===== src/hw/eee_pkg.sv =====
// constants, register layout and state type of the eee global register bank
// assumes a 10 MHz core clock and a byte-wide host register port on the same clock
//
// What this block does
// - raise a port's idle request once its transmit queue stays empty beyond the wait
// - each count of the 16-bit wait field is one 1.3 ms unit
// - wait applies only with 100 Mbit eee enabled; one setting serves all ports
// - wait field is read/write, resets to 0x10, spans 1.3 ms to 85 s
// - per-port next-page enable bits 0..3 allow or skip next-page exchange
// - next-page enable bits reset to one and stay writable
// - wakeup threshold reads as fixed 0x0201
// - each 16-bit register: even offset holds bits 15..8, odd offset bits 7..0
// - host writes byte offset, then moves the byte through data register 0xA0
// - with traffic-stop enabled, input traffic withdraws a pending idle request
package eee_pkg;

	// ---------------------------------------------------------------
	// host port addresses and selector layout
	// ---------------------------------------------------------------
	localparam logic [7:0] EEE_ADDR_CTRL  = 8'h6E;
	localparam logic [7:0] EEE_ADDR_OFS   = 8'h6F;
	localparam logic [7:0] EEE_ADDR_DATA  = 8'hA0;
	localparam logic [2:0] EEE_TABLE_EEE  = 3'h1;
	localparam logic [3:0] EEE_PORT_GLOB  = 4'h0;
	localparam int         EEE_TABLE_LSB  = 5;
	localparam int         EEE_PORT_MSB   = 3;

	// ---------------------------------------------------------------
	// indirect byte offsets (even = high byte, odd = low byte)
	// ---------------------------------------------------------------
	localparam logic [7:0] EEE_OFS_G0     = 8'h30;
	localparam logic [7:0] EEE_OFS_WAIT   = 8'h32;
	localparam logic [7:0] EEE_OFS_NP     = 8'h34;
	localparam logic [7:0] EEE_OFS_MINIDL = 8'h36;
	localparam logic [7:0] EEE_OFS_THRESH = 8'h38;
	localparam logic [7:0] EEE_OFS_DIAG   = 8'h3A;

	// ---------------------------------------------------------------
	// reset and fixed values
	// ---------------------------------------------------------------
	localparam logic [15:0] EEE_WAIT_RST   = 16'h0010;
	localparam logic [3:0]  EEE_NP_RST     = 4'hF;
	localparam logic [15:0] EEE_THRESH     = 16'h0201;
	localparam logic [15:0] EEE_NP_FIXED   = 16'h6800;
	localparam logic [15:0] EEE_G0_FIXED   = 16'h4010;
	localparam logic [15:0] EEE_MINIDL_VAL = 16'h0000;
	localparam logic [15:0] EEE_DIAG_VAL   = 16'h0001;
	localparam int          EEE_TERM_BIT   = 7;
	localparam int          EEE_NPORT      = 4;

	// ---------------------------------------------------------------
	// timing
	// ---------------------------------------------------------------
	localparam int EEE_CLK_NS      = 100;
	localparam int EEE_TICK_NS     = 1300000;
	localparam int EEE_TICK_CYCLES = (EEE_TICK_NS + EEE_CLK_NS - 1) / EEE_CLK_NS;

	// ---------------------------------------------------------------
	// whole state of the bank
	// ---------------------------------------------------------------
	typedef struct packed {
		logic [7:0]                  ctrl_sel;
		logic [7:0]                  ofs;
		logic [7:0]                  rdata;
		logic                        term_en;
		logic [15:0]                 wait_time;
		logic [EEE_NPORT-1:0]        np_en;
		logic [15:0]                 prescale;
		logic [EEE_NPORT-1:0][15:0]  timer;
		logic [EEE_NPORT-1:0]        lpi;
		logic [15:0]                 werr;
	} eee_state_t;

endpackage : eee_pkg


===== src/hw/eee_global_ctrl.sv =====
// eee global register bank: idle-queue timers, next-page enables, wakeup errors
// assumes host port, queue status and wakeup measurement all run on core_clk
`timescale 1ns/1ns
module eee_global_ctrl
	import eee_pkg::*;
#(
	parameter int TICK_CYCLES = EEE_TICK_CYCLES
) (
	input  wire logic                 core_clk,
	input  wire logic                 reset_n,
	input  wire logic [7:0]           reg_addr,
	input  wire logic                 reg_wr,
	input  wire logic                 reg_rd,
	input  wire logic [7:0]           reg_wdata,
	output logic      [7:0]           reg_rdata,
	input  wire logic                 eee_100_en,
	input  wire logic [EEE_NPORT-1:0] transmit_queue_empty,
	input  wire logic [EEE_NPORT-1:0] input_traffic,
	input  wire logic                 wake_done,
	input  wire logic [15:0]          wake_time,
	output logic      [EEE_NPORT-1:0] lpi_request,
	output logic      [EEE_NPORT-1:0] next_page_en,
	output logic      [15:0]          wakeup_error_count
);

	// ---------------------------------------------------------------
	// elaboration checks
	// ---------------------------------------------------------------
	if (TICK_CYCLES < 1 || TICK_CYCLES > 65536) begin : g_bad_tick
		$error("tick count must lie in 1..65536");
	end

	localparam logic [15:0] TICK_LAST = 16'(TICK_CYCLES - 1);

	eee_state_t st;
	eee_state_t next_st;
	logic       tick;
	logic       glob_sel;
	logic       data_wr;

	// ---------------------------------------------------------------
	// byte read of the global table
	// ---------------------------------------------------------------
	function automatic logic [7:0] eee_read_byte(
		input logic [7:0]  ofs,
		input logic        term_en,
		input logic [15:0] wait_time,
		input logic [3:0]  np_en
	);
		logic [15:0] word;
		word = 16'h0000;
		case ({ofs[7:1], 1'b0})
			EEE_OFS_G0:     word = EEE_G0_FIXED | (16'(term_en) << EEE_TERM_BIT);
			EEE_OFS_WAIT:   word = wait_time;
			EEE_OFS_NP:     word = EEE_NP_FIXED | {12'h000, np_en};
			EEE_OFS_MINIDL: word = EEE_MINIDL_VAL;
			EEE_OFS_THRESH: word = EEE_THRESH;
			EEE_OFS_DIAG:   word = EEE_DIAG_VAL;
			default:        word = 16'h0000;
		endcase
		// even offset gives the high byte, odd the low byte
		return ofs[0] ? word[7:0] : word[15:8];
	endfunction : eee_read_byte

	// ---------------------------------------------------------------
	// decode and tick
	// ---------------------------------------------------------------
	// only table 001, port 0 reaches this bank; other selections are ignored
	assign glob_sel = (st.ctrl_sel[7:EEE_TABLE_LSB] == EEE_TABLE_EEE)
		&& (st.ctrl_sel[EEE_PORT_MSB:0] == EEE_PORT_GLOB);
	assign data_wr  = reg_wr && (reg_addr == EEE_ADDR_DATA) && glob_sel;
	assign tick     = (st.prescale == TICK_LAST);

	// ---------------------------------------------------------------
	// next state
	// ---------------------------------------------------------------
	always_comb begin
		next_st = st;

		// host selector and offset registers
		if (reg_wr && reg_addr == EEE_ADDR_CTRL) begin
			next_st.ctrl_sel = reg_wdata;
		end
		if (reg_wr && reg_addr == EEE_ADDR_OFS) begin
			next_st.ofs = reg_wdata;
		end

		// byte writes through the data register; fixed fields drop the write
		if (data_wr) begin
			case (st.ofs)
				EEE_OFS_G0 + 8'h01:   next_st.term_en = reg_wdata[EEE_TERM_BIT];
				EEE_OFS_WAIT:         next_st.wait_time[15:8] = reg_wdata;
				EEE_OFS_WAIT + 8'h01: next_st.wait_time[7:0] = reg_wdata;
				EEE_OFS_NP + 8'h01:   next_st.np_en = reg_wdata[3:0];
				default:              next_st.np_en = st.np_en;
			endcase
		end

		// read data is captured once and held until the next read
		if (reg_rd) begin
			case (reg_addr)
				EEE_ADDR_CTRL: next_st.rdata = st.ctrl_sel;
				EEE_ADDR_OFS:  next_st.rdata = st.ofs;
				EEE_ADDR_DATA: next_st.rdata = glob_sel
					? eee_read_byte(st.ofs, st.term_en, st.wait_time, st.np_en)
					: 8'h00;
				default:       next_st.rdata = 8'h00;
			endcase
		end

		// free-running prescaler, shared by all ports to save counters
		next_st.prescale = tick ? 16'h0000 : 16'(st.prescale + 16'h0001);

		// per-port empty-queue timers and idle requests
		for (int i = 0; i < EEE_NPORT; i++) begin
			if (!eee_100_en || !transmit_queue_empty[i]) begin
				next_st.timer[i] = 16'h0000;
				next_st.lpi[i]   = 1'b0;
			end else if (st.term_en && input_traffic[i]) begin
				next_st.timer[i] = 16'h0000;
				next_st.lpi[i]   = 1'b0;
			end else begin
				// saturate so a long idle never wraps back to zero
				if (tick && st.timer[i] != 16'hFFFF) begin
					next_st.timer[i] = 16'(st.timer[i] + 16'h0001);
				end
				if (st.timer[i] > st.wait_time) begin
					next_st.lpi[i] = 1'b1;
				end
			end
		end

		// wakeup error counter, saturating
		if (wake_done && wake_time > EEE_THRESH && st.werr != 16'hFFFF) begin
			next_st.werr = 16'(st.werr + 16'h0001);
		end

		if (!reset_n) begin
			next_st           = '0;
			next_st.wait_time = EEE_WAIT_RST;
			next_st.np_en     = EEE_NP_RST;
		end
	end

	// ---------------------------------------------------------------
	// state register
	// ---------------------------------------------------------------
	always_ff @(posedge core_clk) begin
		st <= next_st;
	end

	// outputs come straight from the state flops
	assign reg_rdata          = st.rdata;
	assign lpi_request        = st.lpi;
	assign next_page_en       = st.np_en;
	assign wakeup_error_count = st.werr;
endmodule : eee_global_ctrl


===== config.mk =====
export PLATFORM = sky130hd
export DESIGN_NAME = eee_global_ctrl
export DESIGN_NICKNAME = d
export VERILOG_FILES = /design/src/hw/eee_pkg.sv /design/src/hw/eee_global_ctrl.sv
export SDC_FILE = /design/constraint.sdc
export NUM_CORES = 1
export LEC_CHECK = 0
export BUFFER_PORTS_ARGS = -buffer_cell sky130_fd_sc_hd__buf_2
export CAP_MARGIN = 20
export CELL_PAD_IN_SITES_DETAIL_PLACEMENT = 1
export CELL_PAD_IN_SITES_GLOBAL_PLACEMENT = 2
export CORE_ASPECT_RATIO = 1.1
export CORE_MARGIN = 3
export CORE_UTILIZATION = 38
export CTS_BUF_LIST = sky130_fd_sc_hd__clkbuf_4
export DETAILED_ROUTE_END_ITERATION = 6
export GPL_ROUTABILITY_DRIVEN = 0
export PLACE_DENSITY = 0.91
export SLEW_MARGIN = 20
export SYNTH_ARGS = -nofsm -noshare
export SYNTH_HDL_FRONTEND = slang
export SYNTH_SLANG_ARGS = --single-unit

===== constraint.sdc =====
create_clock -name core_clk -period 2.66 [get_ports core_clk]
set_input_delay 0.532 -clock core_clk [delete_from_list [all_inputs] [get_ports core_clk]]
set_output_delay 0.532 -clock core_clk [all_outputs]
set_load 0.02 [all_outputs]

## After elaboration in Yosys (flattened, before gate mapping)

Cells that the tools add are included.
W data, S select, Z words.

- Bits in registers: 145
- Input bits: 46
- Output and inout bits: 32

- $add $sub $neg: 6
- $lt $le $gt $ge: 5
- Equal/unequal tests: 19
- Mux-type cells: 4
- Bitwise gates (word level): 1
- Reductions and logical operators: 34

Operators with widths:

| kind | number |
|---|---|
| $add A16 B1 Y16 const B | 6 |
| $ne A16 B16 Y1 const B | 5 |
| $pmux W16 S5 | 1 |
| $gt A16 B16 Y1 | 4 |
| $eq A7 B5 Y1 const B | 5 |
| $eq A8 B6 Y1 const B | 4 |
| $pmux W8 S3 | 1 |
| $eq A16 B14 Y1 const B | 1 |
| $eq A8 B7 Y1 const B | 2 |
| $gt A16 B10 Y1 const B | 1 |
| $mux W8 | 2 |
| $logic_and A1 B1 Y1 | 15 |
| $reduce_or A3 Y1 | 4 |
| $eq A8 B8 Y1 const B | 1 |
| $reduce_and A2 Y1 | 4 |
| $logic_not A1 Y1 | 5 |
| $logic_not A4 Y1 | 1 |
| $logic_or A1 B1 Y1 | 4 |
| $eq A3 B1 Y1 const B | 1 |
| $reduce_or A2 Y1 | 1 |
| $not A1 Y1 | 1 |

## Depth between registers and ports, before layout

Gate-level depths: netlist of run 1.

- Word-level depth: 5
- Gate-level depth with buffers: 8
- Depth with buffers taken out: 7

## Worst setup path after synthesis of run 1

Ideal clock, no wire load.

- Kind: input -> register
- Start point: in reg_addr[0]
- End point: reg st[119] (netlist bit)
- Data arrival time: 2,381 ps
- Setup slack: 208 ps
- Stages: 6
- Cells stage by stage: or4_1 -> or3_4 -> nor4_4 -> and3_1 -> buf_4 -> mux2i_1

- Longest elaborated chain between the ends: 4

Ends and longest elaborated chain:

| element | line | text |
|---|---|---|
| start: declaration | eee_global_ctrl.sv:11 | `input wire logic [7:0] reg_addr,` |
| $eq A8 B8 Y1 | eee_global_ctrl.sv:71 | `assign data_wr = reg_wr && (reg_addr == EEE_ADDR_DATA) && glob_sel;` |
| $logic_and A1 B1 Y1 (2 in series) | eee_global_ctrl.sv:71 |  |
| $reduce_and A2 Y1 (no source line) | n/a |  |
| end signal: assignment | eee_global_ctrl.sv:149 | `st <= next_st;` |
| end: declaration | eee_global_ctrl.sv:35 | `eee_state_t st;` |

Every way passes these cells.
A chain may end at the register's enable or synchronous reset.

## Worst setup path after layout of run 1

- Start point: reg st[84] (netlist bit)
- End point: reg st[78] (netlist bit)

- Longest elaborated chain between the ends: 2

Ends and longest elaborated chain:

| element | line | text |
|---|---|---|
| $eq A16 B14 Y1 | eee_global_ctrl.sv:72 | `assign tick = (st.prescale == TICK_LAST);` |
| $logic_and A1 B1 Y1 | eee_global_ctrl.sv:124 | `if (tick && st.timer[i] != 16'hFFFF) begin` |

Every way passes these cells.

==> out/qor.yml, run 1 <==
cts_setup_buffers: 0
syn_area_um2: 8630
slowest_stage: "dfxtp_1"
worstPathCellList: "ha_1, nor3b_1, nand4_1, buf_12, a21o_2, or4_1, a21oi_1"
yosysUniqueCellTypes: 58
max_slew.worst_pin.slew_ns: 0.689
holdPathStages: 3
min_to: "st[144]$_SDFFE_PN0P_"
cts_tree: "yes"
synth-seq-area-share_pct: 33.6
status: "completed"
post-route-period-util_pct: 90.0
placed_cell_area_um2: 9210
clk-insertion-delay-late_ns: 0.57
chipWidth_um: 150
power_density_nw_per_um2: 398
via_per_inst: 5.58
critPathCaptureType: "register"
r2r_cells: 7
dr.pass1.iters: 4
report.final.setup_viol: 0
period_minus_slack_ns: 2.39
drtIter0Drc: 287
dieArea_um2: 24600
ys.flop_type: "dfxtp_1"
required_ns: 3.16
worst-path-max-fanout: 40
yosys_warnings: 0
cts-buffers-inserted: 17
async_flop_share_pct: 0
hold_start: "reg_wdata[7]"
nets: 1203
avgSynthCellArea_um2: 8.34
cts.clk_slew.worst_paths_ns: 0.15
clock_skew_ns: 0.0302
start_util_pct: 38.9
fmax_mhz: 418
clkSinkCount: 145
cts-root-buf: "clkbuf_4"
yosys.cell_count.top_type: "dfxtp_1"
finalInstanceArea_um2: 9490
p_leak_nw: 3.53
h-tree-depth: 4
yosysTopAreaCell: "dfxtp_1"
grt_overflow: 0
worstPathArrival_ns: 2.89
ant_nets: 0
hold_class: "in -> reg"
synthTopCellsByCount: "145 x dfxtp_1, 113 x nand2_1, 91 x nor2_1"
ys_seq_elements: 145
rows: 57
ioPinCount: 78
area_growth_pct: 9.91
path_class: "reg -> reg"
regToRegStartpoint: "st[84]$_SDFF_PP0_"
buffer_ports.inserted: 76
core_um2: 22200
synth_edf_count: 0
yosysTopAreaCellShare_pct: 33.6
cp_slowest_stage_delay_ns: 0.43
antenna_found_initial: 2
syn_nets: 1151
critPathTopFamily: "simple AND/OR/NAND/NOR gates"
grt_usage_pct: 20.2
drv_cap: 0
rrSetupSlack_ns: 0.27
grt_max_degree: 52
final_hold_viol_count: 0
cts_hold_buf: 0
syn_inst: 1035
wl_per_cell_um: 17.2
worst_hold_slack_ns: 0.233
vias: 7790
crit_cells: 7
ir_worst_vdd_mv: 0.199
slew_violations: 0
maxSlewHeadroom_pct: 54.0
power.total_mw: 3.78
yosys-top-cells-area: "dfxtp_1 34%, ha_1 10%, mux2i_1 5.3%, nand2_1 4.9%, a21oi_1 4.1%"
grt_pass1_vias: 7962
layout-drive-gt1-share_pct: 13.0
crit_buf_inv: 1
rsz0062_at_grt: "false"
cts_buffer_depth: 2
die_h_um: 164
reg2reg_to: "st[78]$_SDFFE_PP0P_"
place_hpwl_mm: 18.0
crit_path_start_kind: "register"
drc_errors: 0
routed_wirelength_mm: 24.0
grt_pass1_wl_mm: 40.3
-- through the flow --
step                      utilization (%)  TNS [ns]  instances  setup WS [ns]
final                                42.8         0       1395          0.267
after global routing                 42.8         0       1395          0.101
after CTS                            42.8         0       1394          0.165
after detailed placement             41.5  -0.00324       1363       -0.00324
after global placement               41.5         0       1363        0.00801
after floorplan                         -         0       1035          0.208
-- worst min-delay path, stage by stage --
cell	delay (ns)
buf_2	0.13
nand2_1	0.06
a21oi_1	0.06
-- cell type report --
class | instances | area, um^2
timing repair buffer | 100 | 586
fill | 2733 | 12700
clock inverter | 13 | 139
tap | 295 | 369
inverter | 39 | 146
multi-input combinational | 784 | 5210
sequential | 145 | 2900
clock buffer | 18 | 135
antenna | 1 | 2.50
-- worst max-delay path by stage --
| stage | slack, ns | from | to |
|---|---|---|---|
| after floorplan | 0.21 | reg_addr[0] | st[119]$_SDFFE_PN0P_ |
| after global placement | 0.008 | reg_addr[0] | next_page_en[3]$_SDFFE_PN1P_ |
| after detailed placement | -0.003 | reg_addr[0] | next_page_en[3]$_SDFFE_PN1P_ |
| after CTS | 0.17 | st[84]$_SDFF_PP0_ | st[78]$_SDFFE_PP0P_ |
| after global routing | 0.10 | st[84]$_SDFF_PP0_ | st[75]$_SDFFE_PP0P_ |
| final | 0.27 | st[84]$_SDFF_PP0_ | st[78]$_SDFFE_PP0P_ |
-- per-layer routing --
metal  track usage (%)  routed length [um]
met5                 0                  11
met4              6.20                 467
met3              3.78                 836
met2              34.7               11700
met1              25.6               11000
-- registers in the layout (all words and copies together) (netlist names) --
register and cells:
next_page_en 4, st 113, reg_rdata 8, lpi_request 4, wakeup_error_count 16
-- placed cells by master (no fill, tap or decap), drive strengths merged, types with 6 or more instances in the layout --
cell type  synthesis  routed
nand3             47      47
dfxtp            145     145
nand2b            12      12
and4              13      13
clkbuf            31      18
inv               39      41
a21oi             71      71
a211oi            12      12
nor2              91      91
xor2              18      18
clkinv             0       6
and3              14      14
or3               14      14
nor4b              7       7
or4               17      17
nand4             33      33
nor3              21      21
a2111oi           11      11
buf               36     100
a21o              11      11
xnor2             33      33
nor4              15      15
ha                70      70
nor2b              8       8
o21ai             33      33
o211ai            11      11
nand2            113     113
mux2i             46      46
-- repair_timing --
action	CTS	global route
endpoints found under the setup margin	0	3
gates resized for setup	0	1
hold endpoints to repair	0	0
-- kinds of logic (layout without fill, tap and decap cells) --
group                    Yosys count  after routing  synth area share (%)
adder cells (fa/ha/maj)           70             70                  10.1
multiplexers                      47             47                  5.46
other                              0              1                     0
flip-flops                       145            145                  33.6
AND/OR/NAND/NOR                  424            424                  25.4
buffers and inverters            106            170                  6.06
AO/OA/AOI/OAI                    192            192                  14.1
XOR/XNOR                          51             51                  5.17
-- report_power, final --
group | total, mW | internal [mW] | switching, mW
Sequential | 2.19 | 2.18 | 0.00971
Clock | 1.43 | 0.564 | 0.866
Combinational | 0.157 | 0.0579 | 0.0990
Total | 3.78 | 2.80 | 0.975
(Power assumes the default switching activity.)
==> inputs of run 2 (changes only) <==
--- a/config.mk
+++ b/config.mk
@@ -5,17 +5,17 @@
 export SDC_FILE = /design/constraint.sdc
 export NUM_CORES = 1
 export LEC_CHECK = 0
+export ABC_AREA = 1
 export BUFFER_PORTS_ARGS = -buffer_cell sky130_fd_sc_hd__buf_2
 export CAP_MARGIN = 20
 export CELL_PAD_IN_SITES_DETAIL_PLACEMENT = 1
 export CELL_PAD_IN_SITES_GLOBAL_PLACEMENT = 2
 export CORE_ASPECT_RATIO = 1.1
-export CORE_MARGIN = 3
-export CORE_UTILIZATION = 38
+export CORE_UTILIZATION = 35
 export CTS_BUF_LIST = sky130_fd_sc_hd__clkbuf_4
 export DETAILED_ROUTE_END_ITERATION = 6
 export GPL_ROUTABILITY_DRIVEN = 0
-export PLACE_DENSITY = 0.91
+export PLACE_DENSITY = 0.9
 export SLEW_MARGIN = 20
 export SYNTH_ARGS = -nofsm -noshare
 export SYNTH_HDL_FRONTEND = slang
==> constraint.sdc (replaced) <==
create_clock -name core_clk -period 2.66 [get_ports core_clk]
set_input_delay 0.133 -clock core_clk [delete_from_list [all_inputs] [get_ports core_clk]]
set_output_delay 0.133 -clock core_clk [all_outputs]
set_load 0.02 [all_outputs]
==> out/qor.yml, run 2 <==
die_h_um: 172  # +4.8%
nets: 1521  # +26%
dieArea_um2: 26900  # +9.6%
grt_max_degree: 42  # -19%
required_ns: 3.18  # +0.02 ns
critPathTopFamily: "buffers and inverters"
async_flop_share_pct: 0  # unchanged
ant_nets: 0  # unchanged
layout_common_cells: "316 x nand2_1, 160 x a21oi_1, 145 x dfxtp_1, 126 x inv_1, 102 x nand3_1"
start_util_pct: 35.9  # -3.0 points
h-tree-depth: 4  # unchanged
worstPathCellList: "dlygate4sd3_1, buf_2, nand2_1, dlygate4sd3_1, nor2_1, dlygate4sd3_1, nand3_1, dlygate4sd3_1, a31oi_1"
hold_class: "in -> reg"
yosysTopAreaCellShare_pct: 31.6  # -2.0 points
buffer_ports.inserted: 76  # unchanged
dr.pass1.iters: 4  # unchanged
report.final.setup_viol: 0  # unchanged
post-route-period-util_pct: 93.9  # +3.9 points
antenna_found_initial: 1  # -1
synth_edf_count: 0  # unchanged
grt_usage_pct: 20.9  # +0.70 points
p_leak_nw: 3.94  # +11%
syn_area_um2: 9190  # +6.5%
path_class: "in -> reg"
cts_buffer_depth: 2  # unchanged
via_per_inst: 5.07  # -9.1%
num-fill-cells: 3339  # +22%
clk-insertion-delay-late_ns: 0.60  # +0.03 ns
drc_errors: 0  # unchanged
yosys.cell_count.top_type: "nand2_1"
rows: 61  # +7.0%
cts-root-buf: "clkbuf_4"
critPathCaptureType: "register"
slew_violations: 0  # unchanged
synth-seq-area-share_pct: 31.6  # -2.0 points
worst-path-max-fanout: 5  # -88%
yosys_warnings: 0  # unchanged
ir_worst_vdd_mv: 0.248  # +25%
crit_top_cell: "dlygate4sd3_1"
routed_wirelength_mm: 27.0  # +13%
top_register: "st"
clkSinkCount: 145  # unchanged
drtIter0Drc: 380  # +32%
crit_buf_inv: 5  # +4
ys_seq_elements: 145  # unchanged
power.total_mw: 3.95  # +4.6%
largest_register_ffs: 113  # unchanged
wl_per_cell_um: 15.3  # -11%
vias: 8956  # +15%
grt_pass1_vias: 8862  # +11%
cts.clk_slew.worst_paths_ns: 0.14  # about the same
cp_slowest_stage_delay_ns: 0.61  # +0.18 ns
yosys-top-cells-area: "dfxtp_1 32%, nand2_1 13%, ha_1 9.5%, a21oi_1 8.7%, nand3_1 5.6%"
yosysUniqueCellTypes: 38  # -34%
layout_commonest_cell: "nand2_1"
drv_cap: 0  # unchanged
worstPathArrival_ns: 3.02  # +0.13 ns
chipWidth_um: 157  # +4.5%
slowest_stage: "dlygate4sd3_1"
status: "completed"
max_slew.worst_pin.slew_ns: 0.523  # -0.166 ns
ys.flop_type: "dfxtp_1"
setup-tns-final_ns: 0  # unchanged
yosysTopAreaCell: "dfxtp_1"
layout-drive-gt1-share_pct: 11.3  # -1.7 points
grt_overflow: 0  # unchanged
power_density_nw_per_um2: 387  # -2.8%
ioPinCount: 78  # unchanged
syn_nets: 1456  # +26%
synthTopCellsByCount: "316 x nand2_1, 160 x a21oi_1, 145 x dfxtp_1"
period_minus_slack_ns: 2.50  # +0.104 ns
maxSlewHeadroom_pct: 64.9  # +11 points
fmax_mhz: 400  # -4.2%
cts_tree: "yes"
avgSynthCellArea_um2: 6.86  # -18%
area_growth_pct: 11.1
clock_skew_ns: 0.0215  # -0.00876 ns
syn_inst: 1340  # +29%
cts-buffers-inserted: 17  # unchanged
place_hpwl_mm: 20.4  # +13%
crit_path_start_kind: "primary input"
core_um2: 25600  # +15%
final_hold_viol_count: 0  # unchanged
cts_setup_buffers: 0  # unchanged
rsz0062_at_grt: "false"
grt_pass1_wl_mm: 44.0  # +9.2%
-- run 2: kinds of logic (layout without fill, tap and decap cells) --
family,after synthesis,count (layout),share of synthesized area (%)
other cells,0,1,0
compound gates,244,244,13.6
buf+inv,203,281,10.2
xor+xnor,57,57,5.43
fa+ha+maj,70,70,9.53
flops,145,145,31.6
simple gates,621,621,29.7
-- run 2: final timing paths --
path	from	to	slack (ns)	cells past startpoint
max reg2reg	st[132]$_SDFFE_PN0P_	reg_rdata[3]$_SDFFE_PN0P_	0.48	10
max	reg_addr[1]	reg_rdata[6]$_SDFFE_PN0P_	0.16	9
min	reset_n	next_page_en[3]$_SDFFE_PN1P_	0.08	3
min reg2reg	st[141]$_SDFFE_PN0P_	st[141]$_SDFFE_PN0P_	0.46	2
-- run 2: timing repair --
item                                   in CTS  in global routing
endpoints found under the hold margin      70                  0
resized for setup                           0                  0
hold buffers                               22                  0
-- run 2: cell type report --
cell class | instances | area [um^2] | area share, %
multi-input combinational | 992 | 5350 | 52.4
clock buffer | 17 | 128 | 1.25
antenna | 1 | 2.50 | 0.0245
clock inverter | 15 | 188 | 1.84
inverter | 140 | 527 | 5.16
sequential | 145 | 2900 | 28.4
tap | 346 | 433 | 4.24
timing repair buffer | 109 | 683 | 6.69
-- run 2: power by group --
| group | switching, mW | internal (mW) | leakage, nW |
|---|---|---|---|
| Combinational | 0.110 | 0.0744 | 2.61 |
| Clock | 0.919 | 0.660 | 0.158 |
| Sequential | 0.00742 | 2.18 | 1.17 |
| Total | 1.04 | 2.91 | 3.94 |
-- run 2: layer usage --
layer | wire (um) | up-vias | global-route usage [%] | part of all wire, %
li1 | - | 4538 | - | -
met1 | 12100 | 4285 | 24.4 | 45
met2 | 13800 | 107 | 39.1 | 51
met3 | 672 | 26 | 3.08 | 2.5
met4 | 395 | 0 | 5.88 | 1.5
met5 | 0 | - | 0 | 0
-- run 2: worst reg2reg max path, stage by stage (launching register included) --
cell,delay [ns]
dfxtp_1,0.38
inv_2,0.10
nand2_1,0.10
nor2_4,0.24
nand2_2,0.15
nor2_2,0.16
nand2_1,0.08
nand3_1,0.11
nand2_1,0.10
a31oi_1,0.16
dlygate4sd3_1,0.56
-- run 2: metrics by stage --
step | cells | utilization [%] | hold slack, ns | worst slack, ns | instance area, um^2
floorplan | 1340 | - | 0.246 | 1.04 | 9190
global placement | 1710 | 37.8 | 0.429 | 0.646 | 9680
detailed placement | 1710 | 37.8 | 0.446 | 0.588 | 9680
CTS | 1764 | 39.9 | 0.0178 | 0.218 | 10200
global route | 1765 | 40.0 | 0.0477 | 0.112 | 10200
finish | 1765 | 40.0 | 0.0769 | 0.163 | 10200
